==> src/shared/gao_pkg.sv <==
// Constants, register map and field layout of the gas alarm output block.
// Assumes concentration arrives as a 16-bit count, 100 counts per %LOWER_FLAMMABLE_LIMIT.
// What this block does
// - Threshold mode: alarm pin low above the detection limit, high again below the limit less hysteresis.
// - Reset config: detection limit 10% and hysteresis 5% of LOWER_FLAMMABLE_LIMIT.
// - Pin, voltage and current outputs held at zero while no measurement exists after power-up.
// - First valid measurement releases outputs at once to follow concentration.
// - Internal error forces the pin and voltage output to zero.
// - Internal error forces the current output to zero.
// - Pulse-width mode: duty proportional to concentration.
// - Pulse train repeats at a fixed 1 kHz.
// - Voltage variant uses pulse mode; voltage span and range are configurable.
// - Current variant uses pulse mode; current span and range are configurable.
// - Heaters run from a PI loop toward a setpoint, default +25 C.
// - Serial bit rate, parity and stop bits are configurable.
// - No warm-up: the first measurement is already valid for outputs.
package gao_pkg;
    // Register byte addresses, address = index * 4
    localparam logic [7:0] GAO_REG_CTRL = 8'h00;
    localparam logic [7:0] GAO_REG_THRESH = 8'h04;
    localparam logic [7:0] GAO_REG_HYST = 8'h08;
    localparam logic [7:0] GAO_REG_FULLSCALE = 8'h0C;
    localparam logic [7:0] GAO_REG_VSPAN = 8'h10;
    localparam logic [7:0] GAO_REG_ISPAN = 8'h14;
    localparam logic [7:0] GAO_REG_HEATSET = 8'h18;
    localparam logic [7:0] GAO_REG_SERIAL = 8'h1C;
    localparam logic [7:0] GAO_REG_STATUS = 8'h20;
    localparam logic [7:0] GAO_REG_IRQ_STAT = 8'h24;
    localparam logic [7:0] GAO_REG_IRQ_EN = 8'h28;
    localparam logic [7:0] GAO_REG_IRQ_CLR = 8'h2C;
    localparam logic [7:0] GAO_REG_CONC = 8'h30;
    // Control fields
    localparam int GAO_CTRL_PWM_BIT = 0;
    localparam int GAO_CTRL_HEAT_EN_BIT = 1;
    // Concentration scale: 100 counts per %LOWER_FLAMMABLE_LIMIT
    localparam logic [15:0] GAO_THRESH_RST = 16'h03E8; // 10 %LOWER_FLAMMABLE_LIMIT
    localparam logic [15:0] GAO_HYST_RST = 16'h01F4; // 5 %LOWER_FLAMMABLE_LIMIT
    localparam logic [15:0] GAO_FULLSCALE_RST = 16'h2710; // 100 %LOWER_FLAMMABLE_LIMIT
    localparam logic [7:0] GAO_VSPAN_RST = 8'hFF;
    localparam logic [7:0] GAO_ISPAN_RST = 8'hFF;
    localparam logic [15:0] GAO_HEATSET_RST = 16'h0FA0; // +25.00 C, 1/160 C
    localparam logic [7:0] GAO_SERIAL_RST = 8'h03; // rate 3, no parity, 1 stop
    localparam logic [31:0] GAO_CTRL_RST = 32'h0000_0002;
    // Pulse timing
    localparam int GAO_CLK_HZ = 100_000_000;
    localparam int GAO_PWM_HZ = 1_000;
    localparam int GAO_PWM_CYC = GAO_CLK_HZ / GAO_PWM_HZ;
    localparam logic [16:0] GAO_PWM_LAST = 17'(GAO_PWM_CYC - 1);
    localparam logic [16:0] GAO_PWM_STEPS = 17'(GAO_PWM_CYC);
    // PI gains as right shifts
    localparam int GAO_KP_SHIFT = 4;
    localparam int GAO_KI_SHIFT = 8;
    // Interrupt bits
    localparam int GAO_IRQ_ALARM = 0;
    localparam int GAO_IRQ_CLEAR = 1;
    localparam int GAO_IRQ_ERROR = 2;
    localparam int GAO_IRQ_VALID = 3;
endpackage

==> src/design/gao_output_ctrl.sv <==
// Gas alarm output control: threshold or pulse alarm pin, analog duties,
// heater PI loop and serial settings, with a register port and interrupt.
// Assumes measurement, error and temperature inputs are on this clock.
//
// The plain strobed port and the placing of the registers were decided locally.
`timescale 1ns/1ps
module gao_output_ctrl
    import gao_pkg::*;
(
    input wire logic clock,
    input wire logic arst_n,
    input wire logic [7:0] regAddr,
    input wire logic [31:0] regWrData,
    input wire logic regWrite,
    input wire logic regRead,
    output logic [31:0] regRdData,
    input wire logic [15:0] concentration,
    input wire logic measValid,
    input wire logic internalError,
    input wire logic [15:0] sensorTemp,
    output logic alarm_pulse_output,
    output logic analog_voltage_output,
    output logic analog_current_output,
    output logic [7:0] heaterDrive,
    output logic [7:0] serialConfig,
    output logic irq
);
    typedef enum logic [1:0] {GAO_HOLD, GAO_RUN, GAO_FAULT} gao_state_t;

    gao_state_t state;
    logic [31:0] ctrl;
    logic [15:0] detection_threshold_limit;
    logic [15:0] hyst;
    logic [15:0] fullScale;
    logic [7:0] voltSpan;
    logic [7:0] currSpan;
    logic [15:0] heatSet;
    logic [15:0] concLatched;
    logic alarmState;
    logic [16:0] pwmCnt;
    logic [16:0] duty;
    logic [16:0] next_duty;
    logic [3:0] irqStat;
    logic [3:0] irqEn;
    logic [3:0] irqSet;
    logic [3:0] irqClr;
    logic [20:0] piInteg;
    logic pwmMode;
    logic running;
    logic [15:0] lowerEdge;

    // Mode and run decode shared by the output and event logic
    assign pwmMode = ctrl[GAO_CTRL_PWM_BIT];
    assign running = (state == GAO_RUN);
    // Saturate so a hysteresis above the limit cannot wrap
    assign lowerEdge = (hyst > detection_threshold_limit) ? 16'h0000 :
                       detection_threshold_limit - hyst;

    // Scale a count against a span, saturating at the top
    function automatic logic [16:0] gao_scale(input logic [15:0] val,
                                              input logic [15:0] span);
        logic [32:0] prod;
        prod = 33'(val) * 33'(GAO_PWM_STEPS);
        if (span == 16'h0000 || val >= span) begin
            gao_scale = GAO_PWM_STEPS;
        end else begin
            gao_scale = 17'(prod / 33'(span));
        end
    endfunction

    // Register hit test, shared by every write decode
    function automatic logic gao_hit(input logic strobe,
                                     input logic [7:0] addr,
                                     input logic [7:0] target);
        gao_hit = strobe && (addr == target);
    endfunction

    // Power-up hold, release on first valid sample, error lock
    always_ff @(posedge clock or negedge arst_n) begin
        if (!arst_n) begin
            state <= GAO_HOLD;
        end else begin
            case (state)
                GAO_HOLD: begin
                    if (internalError) begin
                        state <= GAO_FAULT;
                    end else if (measValid) begin
                        state <= GAO_RUN;
                    end
                end
                GAO_RUN: begin
                    if (internalError) begin
                        state <= GAO_FAULT;
                    end
                end
                GAO_FAULT: begin
                    // Leave only once error clears and data is fresh
                    if (!internalError && measValid) begin
                        state <= GAO_RUN;
                    end
                end
                default: state <= GAO_HOLD;
            endcase
        end
    end

    // Latest measurement
    always_ff @(posedge clock or negedge arst_n) begin
        if (!arst_n) begin
            concLatched <= 16'h0000;
        end else if (measValid) begin
            concLatched <= concentration;
        end
    end

    // Threshold comparator with hysteresis; high means safe
    always_ff @(posedge clock or negedge arst_n) begin
        if (!arst_n) begin
            alarmState <= 1'b1;
        end else if (measValid) begin
            if (concentration > detection_threshold_limit) begin
                alarmState <= 1'b0;
            end else if (concentration < lowerEdge) begin
                alarmState <= 1'b1;
            end
        end
    end

    // Duty target for the current concentration
    always_comb begin
        next_duty = gao_scale(concLatched, fullScale);
    end

    // 1 kHz period counter; duty reloads only at period end to avoid glitches
    always_ff @(posedge clock or negedge arst_n) begin
        if (!arst_n) begin
            pwmCnt <= 17'h00000;
            duty <= 17'h00000;
        end else if (pwmCnt == GAO_PWM_LAST) begin
            pwmCnt <= 17'h00000;
            duty <= next_duty;
        end else begin
            pwmCnt <= pwmCnt + 17'h00001;
        end
    end

    // Output pins; three outputs share one source, host wires only one
    always_ff @(posedge clock or negedge arst_n) begin
        if (!arst_n) begin
            alarm_pulse_output <= 1'b0;
            analog_voltage_output <= 1'b0;
            analog_current_output <= 1'b0;
        end else if (!running) begin
            alarm_pulse_output <= 1'b0;
            analog_voltage_output <= 1'b0;
            analog_current_output <= 1'b0;
        end else begin
            alarm_pulse_output <= pwmMode ? (pwmCnt < duty) : alarmState;
            // Analog variants follow the pulse path, scaled by span
            analog_voltage_output <= pwmMode &&
                (pwmCnt < gao_scale({8'h00, concLatched[15:8]},
                 {8'h00, voltSpan}));
            analog_current_output <= pwmMode &&
                (pwmCnt < gao_scale({8'h00, concLatched[15:8]},
                 {8'h00, currSpan}));
        end
    end

    // Heater PI loop; output held off when disabled to save power
    always_ff @(posedge clock or negedge arst_n) begin
        if (!arst_n) begin
            piInteg <= 21'h000000;
            heaterDrive <= 8'h00;
        end else if (!ctrl[GAO_CTRL_HEAT_EN_BIT]) begin
            piInteg <= 21'h000000;
            heaterDrive <= 8'h00;
        end else begin : pi
            logic signed [20:0] err;
            logic signed [21:0] sum;
            err = 21'($signed({1'b0, heatSet}) - $signed({1'b0, sensorTemp}));
            // Clamp the integrator at zero: heaters cannot cool
            // Hold at the top only while the error still pushes up,
            // so a falling error can always unwind a saturated sum
            if ($signed(piInteg) + err < 0) begin
                piInteg <= 21'h000000;
            end else if (piInteg[20:19] == 2'b01 && !err[20]) begin
                piInteg <= piInteg;
            end else begin
                piInteg <= 21'($signed(piInteg) + err);
            end
            sum = 22'(err >>> GAO_KP_SHIFT) +
                  22'($signed(piInteg) >>> GAO_KI_SHIFT);
            if (sum < 0) begin
                heaterDrive <= 8'h00;
            end else if (sum > 22'sd255) begin
                heaterDrive <= 8'hFF;
            end else begin
                heaterDrive <= sum[7:0];
            end
        end
    end

    // Mode bit and heater enable; upper bits read back as zero
    always_ff @(posedge clock or negedge arst_n) begin
        if (!arst_n) begin
            ctrl <= GAO_CTRL_RST;
        end else if (gao_hit(regWrite, regAddr, GAO_REG_CTRL)) begin
            ctrl <= {30'h0, regWrData[1:0]};
        end
    end

    // Alarm limit; still writable, so a product that must lock it
    // has to keep this write port away from field users
    always_ff @(posedge clock or negedge arst_n) begin
        if (!arst_n) begin
            detection_threshold_limit <= GAO_THRESH_RST;
        end else if (gao_hit(regWrite, regAddr, GAO_REG_THRESH)) begin
            detection_threshold_limit <= regWrData[15:0];
        end
    end

    // Hysteresis width; a value above the limit saturates the band
    // edge at zero rather than wrapping
    always_ff @(posedge clock or negedge arst_n) begin
        if (!arst_n) begin
            hyst <= GAO_HYST_RST;
        end else if (gao_hit(regWrite, regAddr, GAO_REG_HYST)) begin
            hyst <= regWrData[15:0];
        end
    end

    // Full-scale concentration for pulse mode; zero means always full
    // duty, which is safer than a divide by zero
    always_ff @(posedge clock or negedge arst_n) begin
        if (!arst_n) begin
            fullScale <= GAO_FULLSCALE_RST;
        end else if (gao_hit(regWrite, regAddr, GAO_REG_FULLSCALE)) begin
            fullScale <= regWrData[15:0];
        end
    end

    // Voltage variant span
    always_ff @(posedge clock or negedge arst_n) begin
        if (!arst_n) begin
            voltSpan <= GAO_VSPAN_RST;
        end else if (gao_hit(regWrite, regAddr, GAO_REG_VSPAN)) begin
            voltSpan <= regWrData[7:0];
        end
    end

    // Current variant span
    always_ff @(posedge clock or negedge arst_n) begin
        if (!arst_n) begin
            currSpan <= GAO_ISPAN_RST;
        end else if (gao_hit(regWrite, regAddr, GAO_REG_ISPAN)) begin
            currSpan <= regWrData[7:0];
        end
    end

    // Heater setpoint; a change takes effect on the next loop step
    // without resetting the integrator, so only the proportional part of the drive steps
    always_ff @(posedge clock or negedge arst_n) begin
        if (!arst_n) begin
            heatSet <= GAO_HEATSET_RST;
        end else if (gao_hit(regWrite, regAddr, GAO_REG_HEATSET)) begin
            heatSet <= regWrData[15:0];
        end
    end

    // Serial settings are only stored; the link itself lives outside
    // this block and must pick up a change at a frame boundary
    always_ff @(posedge clock or negedge arst_n) begin
        if (!arst_n) begin
            serialConfig <= GAO_SERIAL_RST;
        end else if (gao_hit(regWrite, regAddr, GAO_REG_SERIAL)) begin
            serialConfig <= regWrData[7:0];
        end
    end

    // Interrupt mask; status bits latch whether masked or not, so
    // unmasking later still reports events that already happened
    always_ff @(posedge clock or negedge arst_n) begin
        if (!arst_n) begin
            irqEn <= 4'h0;
        end else if (gao_hit(regWrite, regAddr, GAO_REG_IRQ_EN)) begin
            irqEn <= regWrData[3:0];
        end
    end

    // Events: alarm entry, alarm exit, error, first release
    always_comb begin
        irqSet = 4'h0;
        irqSet[GAO_IRQ_ALARM] = running && !pwmMode && alarmState &&
            measValid && concentration > detection_threshold_limit;
        irqSet[GAO_IRQ_CLEAR] = running && !pwmMode && !alarmState &&
            measValid && concentration < lowerEdge;
        irqSet[GAO_IRQ_ERROR] = internalError && state != GAO_FAULT;
        irqSet[GAO_IRQ_VALID] = state == GAO_HOLD && measValid &&
            !internalError;
        irqClr = gao_hit(regWrite, regAddr, GAO_REG_IRQ_CLR) ?
            regWrData[3:0] : 4'h0;
    end

    // Sticky status; a set in the clear cycle wins
    always_ff @(posedge clock or negedge arst_n) begin
        if (!arst_n) begin
            irqStat <= 4'h0;
        end else begin
            irqStat <= (irqStat & ~irqClr) | irqSet;
        end
    end

    // Level interrupt, registered so the pin never glitches
    always_ff @(posedge clock or negedge arst_n) begin
        if (!arst_n) begin
            irq <= 1'b0;
        end else begin
            irq <= |(((irqStat & ~irqClr) | irqSet) & irqEn);
        end
    end

    // Read port, data in the cycle after the strobe only
    always_ff @(posedge clock or negedge arst_n) begin
        if (!arst_n) begin
            regRdData <= 32'h0000_0000;
        end else if (regRead) begin
            case (regAddr)
                GAO_REG_CTRL: regRdData <= ctrl;
                GAO_REG_THRESH: regRdData <= {16'h0, detection_threshold_limit};
                GAO_REG_HYST: regRdData <= {16'h0, hyst};
                GAO_REG_FULLSCALE: regRdData <= {16'h0, fullScale};
                GAO_REG_VSPAN: regRdData <= {24'h0, voltSpan};
                GAO_REG_ISPAN: regRdData <= {24'h0, currSpan};
                GAO_REG_HEATSET: regRdData <= {16'h0, heatSet};
                GAO_REG_SERIAL: regRdData <= {24'h0, serialConfig};
                GAO_REG_STATUS: regRdData <= {20'h0, heaterDrive,
                    1'b0, alarmState, 2'(state)};
                GAO_REG_IRQ_STAT: regRdData <= {28'h0, irqStat};
                GAO_REG_IRQ_EN: regRdData <= {28'h0, irqEn};
                GAO_REG_CONC: regRdData <= {16'h0, concLatched};
                default: regRdData <= 32'h0000_0000;
            endcase
        end else begin
            regRdData <= 32'h0000_0000;
        end
    end
endmodule // gao_output_ctrl

==> config.mk <==
export PLATFORM = sky130hd
export DESIGN_NAME = gao_output_ctrl
export DESIGN_NICKNAME = d
export VERILOG_FILES = /design/src/shared/gao_pkg.sv /design/src/design/gao_output_ctrl.sv
export SDC_FILE = /design/constraint.sdc
export NUM_CORES = 2
export LEC_CHECK = 0
export BUFFER_PORTS_ARGS = -buffer_cell sky130_fd_sc_hd__buf_4
export CORE_MARGIN = 1.5
export CORE_UTILIZATION = 31
export DETAILED_ROUTE_END_ITERATION = 16
export PLACE_DENSITY = 0.42
export SETUP_SLACK_MARGIN = 0.02
export SLEW_MARGIN = 25
export SYNTH_ARGS = -nofsm -noshare
export SYNTH_HDL_FRONTEND = slang
export SYNTH_SLANG_ARGS = --single-unit
==> constraint.sdc <==
create_clock -name clock -period 134.6 [get_ports clock]
set_clock_uncertainty 0.1 [all_clocks]
set_input_delay 13.46 -clock clock [delete_from_list [all_inputs] [get_ports clock]]
set_output_delay 13.46 -clock clock [all_outputs]
set_load 0.01 [all_outputs]
==> key figures <==
Detailed routing
  – Routed Antenna Nets: 0
  – DRC violations left: 0
  – Wirelength, routed: between 200000 and 300000 microns
  – DR pass1 iterations: 6
  – Initial drt markers: 5305
  – Vias/cell: 5.75
  – DR vias: 81600
  – Post-DR wirelength/cell: 19.6 microns

CTS
  – Clock transition at path regs: approximately 0.11 ns
  – CTS tree: built
  – CTS Hold Buffers Added: 0
  – Total clock sinks: 200
  – CTS Buffer Depth: 2
  – Setup repair bufs after CTS: 0
  – Cts repair resizes: 0
  – CTS Buf Count: 17
  – Worst skew pair latency: 0.53 ns
  – H-tree Lvls: 4
  – CTS root buffer: clkbuf_16

Yosys
  – Distinct cells, synth: 151
  – Register bit total from synthesis: 200
  – Synthesized cell area: roughly 0.079 sq mm
  – Mapped Cells: 10800
  – Avg Cell Area, Syn: 7.27 sq um
  – Sequential fraction of the synthesis area: 6.42%
  – Post-synth ARST share: 100%
  – Top FF cell, synth: dfrtp_1
  – YS warnings: 0
  – Post-synth EDFFs: 0

Layout
  – Fill cells: 27100
  – Leading cell type in the layout, fill and taps excluded: ha_1
  – Share of cells above drive strength 1: 9.15%
  – Final nets: 12200
  – Most frequent cells in the layout: ha_1 (1182), nor2_1 (1022), nand2_1 (861), nor3_1 (735), a21oi_1 (688)
  – Synthesis-to-finish area growth: 7.10%

Timing
  – RSZ-0062 raised after global routing: false
  – Slew HR: 25.1%
  – Minimum hold slack: 0.414 ns
  – Final setup TNS: 0 ns
  – Fin crit period: 122.90 ns
  – Worst Tran Pin Value: about 1.1 ns
  – Final period util: 91.3%
  – Final Slew Violations: 0
  – Final setup fails: 0
  – Maximum clock frequency: around 8 MHz
  – Hold Vio Cnt, Final: 0

Critical path
  – Critical Path Start Type: register
  – Critical path endpoint: duty[0]
  – Crit path largest cell delay: 0.98 ns
  – Worst path bufs/invs: 38
  – WP data required: 134.91 ns
  – FF-to-FF End: duty[0]
  – Reg2Reg Setup Slack: 11.70 ns
  – Crit path arrival time: 123.21 ns
  – Most used cell, CP: o21a_1
  – Reg2reg path depth: a little under 600
  – Worst setup path class: register to register
  – Crit path capture type: register
  – Slowest stage cell, crit path: a2111oi_1
  – Crit path max-delay family: compound AO/OA/AOI/OAI gates
  – Worst path depth: 579
  – Crit path launch: concLatched[1]
  – Reg-to-Reg Start: concLatched[1]
  – CP max FO: 37

Global routing
  – Grt peak-use layer: met2
  – Vias in the first global route: 77300
  – Gr usage total: 20.9%
  – Global Route met2 Usage: 34.0%
  – Global-route wire length before repair: 439000 microns
  – Met1 usage: between 30% and 40%
  – Antenna violations before repair: 6
  – GRT overflow: 0
  – Met3 GRT Util: under 10%
  – Largest net degree at the start of global routing: 80

Floorplan
  – Die H: about 500 microns
  – Die area: 0.257 sq mm
  – Die X: 507 microns
  – I/O pin count: 130
  – # rows: 184
  – Core footprint: 0.252 sq mm
  – Initial Util: a little under a third

Hold path
  – Hold crit path type: register to register
  – Hold Path Origin: alarmState

Outcome
  – Outcome: complete, no violations

Place
  – Post-DP HPWL: 229000 microns
  – Port Buffers: 97
  – Final Wtd Congestion: around 0.86

Job
  – Max cap viols: 0
-- through the flow --
step                      cells  util, %  setup slack [ns]  area (sq um)
after detailed placement  14200     33.2             13.45         83700
after global routing      14200     33.5              1.90         84300
after CTS                 14200     33.5             12.69         84300
after floorplan           10900        -             21.56         78900
final                     14200     33.5             11.70         84300
after global placement    14200     33.2             14.13         83700
-- cell usage after synthesis (all sizes together) (48+ instances only) --
| master | instances | share of area (%) |
|---|---|---|
| xnor2 | 372 | 4.1 |
| or3 | 142 | 1.1 |
| a21o | 244 | 2.3 |
| nand2 | 864 | 4.1 |
| o21ai | 527 | 3.4 |
| nand4 | 164 | 1.3 |
| mux2 | 288 | 4.1 |
| inv | 461 | 2.2 |
| nor2 | 1031 | 4.9 |
| a21oi | 692 | 4.4 |
| buf | 81 | 0.59 |
| nor4 | 103 | 0.97 |
| fa | 59 | 1.5 |
| dfrtp | 157 | 5.0 |
| o211ai | 101 | 0.99 |
| nand3 | 237 | 1.6 |
| and3 | 98 | 0.79 |
| mux2i | 77 | 0.99 |
| and2 | 126 | 1.0 |
| a22oi | 48 | 0.46 |
| a31oi | 129 | 1.0 |
| o21bai | 88 | 0.85 |
| o21a | 650 | 6.2 |
| ha | 1182 | 19 |
| a21boi | 50 | 0.49 |
| o31ai | 271 | 2.6 |
| or2 | 177 | 1.4 |
| a211oi | 83 | 0.85 |
| nand2b | 157 | 1.2 |
| nor2b | 119 | 0.95 |
| clkbuf | 203 | 0.97 |
| nor3 | 756 | 4.9 |
| xor2 | 214 | 2.4 |
| or4 | 49 | 0.50 |
-- tightest hold or removal path, delay by kind of cell (launching register included) --
| kind | cells | cell delay, ns |
|---|---|---|
| AOI/OAI and AO/OA | 1 | 0.06 |
| DFF | 1 | 0.40 |
| buffers and inverters | 1 | 0.05 |
-- layer usage --
layer,wire [microns],up-vias
met5,0,-
met4,3580,0
met3,8820,154
met2,124000,1437
met1,142000,39000
li1,-,41100
-- flip-flops by register name, indices dropped and copies added, names as in the netlist --
signal,count
piInteg,21
duty,17
pwmCnt,17
concLatched,16
detection_threshold_limit,16
fullScale,16
heatSet,16
hyst,16
regRdData,16
currSpan,8
heaterDrive,8
serialConfig,8
voltSpan,8
irqEn,4
irqStat,4
ctrl,2
state,2
alarmState,1
alarm_pulse_output,1
analog_current_output,1
analog_voltage_output,1
irq,1
-- cells by family after synthesis --
kind of cell / share of synthesized area [%]
and+or+nand+nor: 27.1
AOI/OAI and AO/OA: 30.6
adders and majority gates: 20.4
buffers and inverters: 3.78
xor gates and xnor gates: 6.53
muxes: 5.13
DFF: 6.42
other: 0.00476
-- how the worst min path moves through the flow --
stage,to,slack [ns],cells after the start
detailed placement,alarmState,0.40,2
global route,alarmState,0.43,2
global placement,alarmState,0.40,2
finish,alarmState,0.41,2
floorplan,irq,0.36,2
CTS,alarmState,0.41,2
-- layout make-up --
type,instances,area [sq um],area share [%]
tap,3348,4190,4.97
clock inverter,14,156,0.185
multi-input combinational,9909,70900,84.1
sequential,200,5060,6.00
timing repair buffer,242,1840,2.18
inverter,466,1750,2.07
antenna,3,7.51,0.00890
clock buffer,18,429,0.509
Power is left out: the tool's default activity adds up to more than one toggle a clock period on the data nets, which glitch-free logic cannot reach.
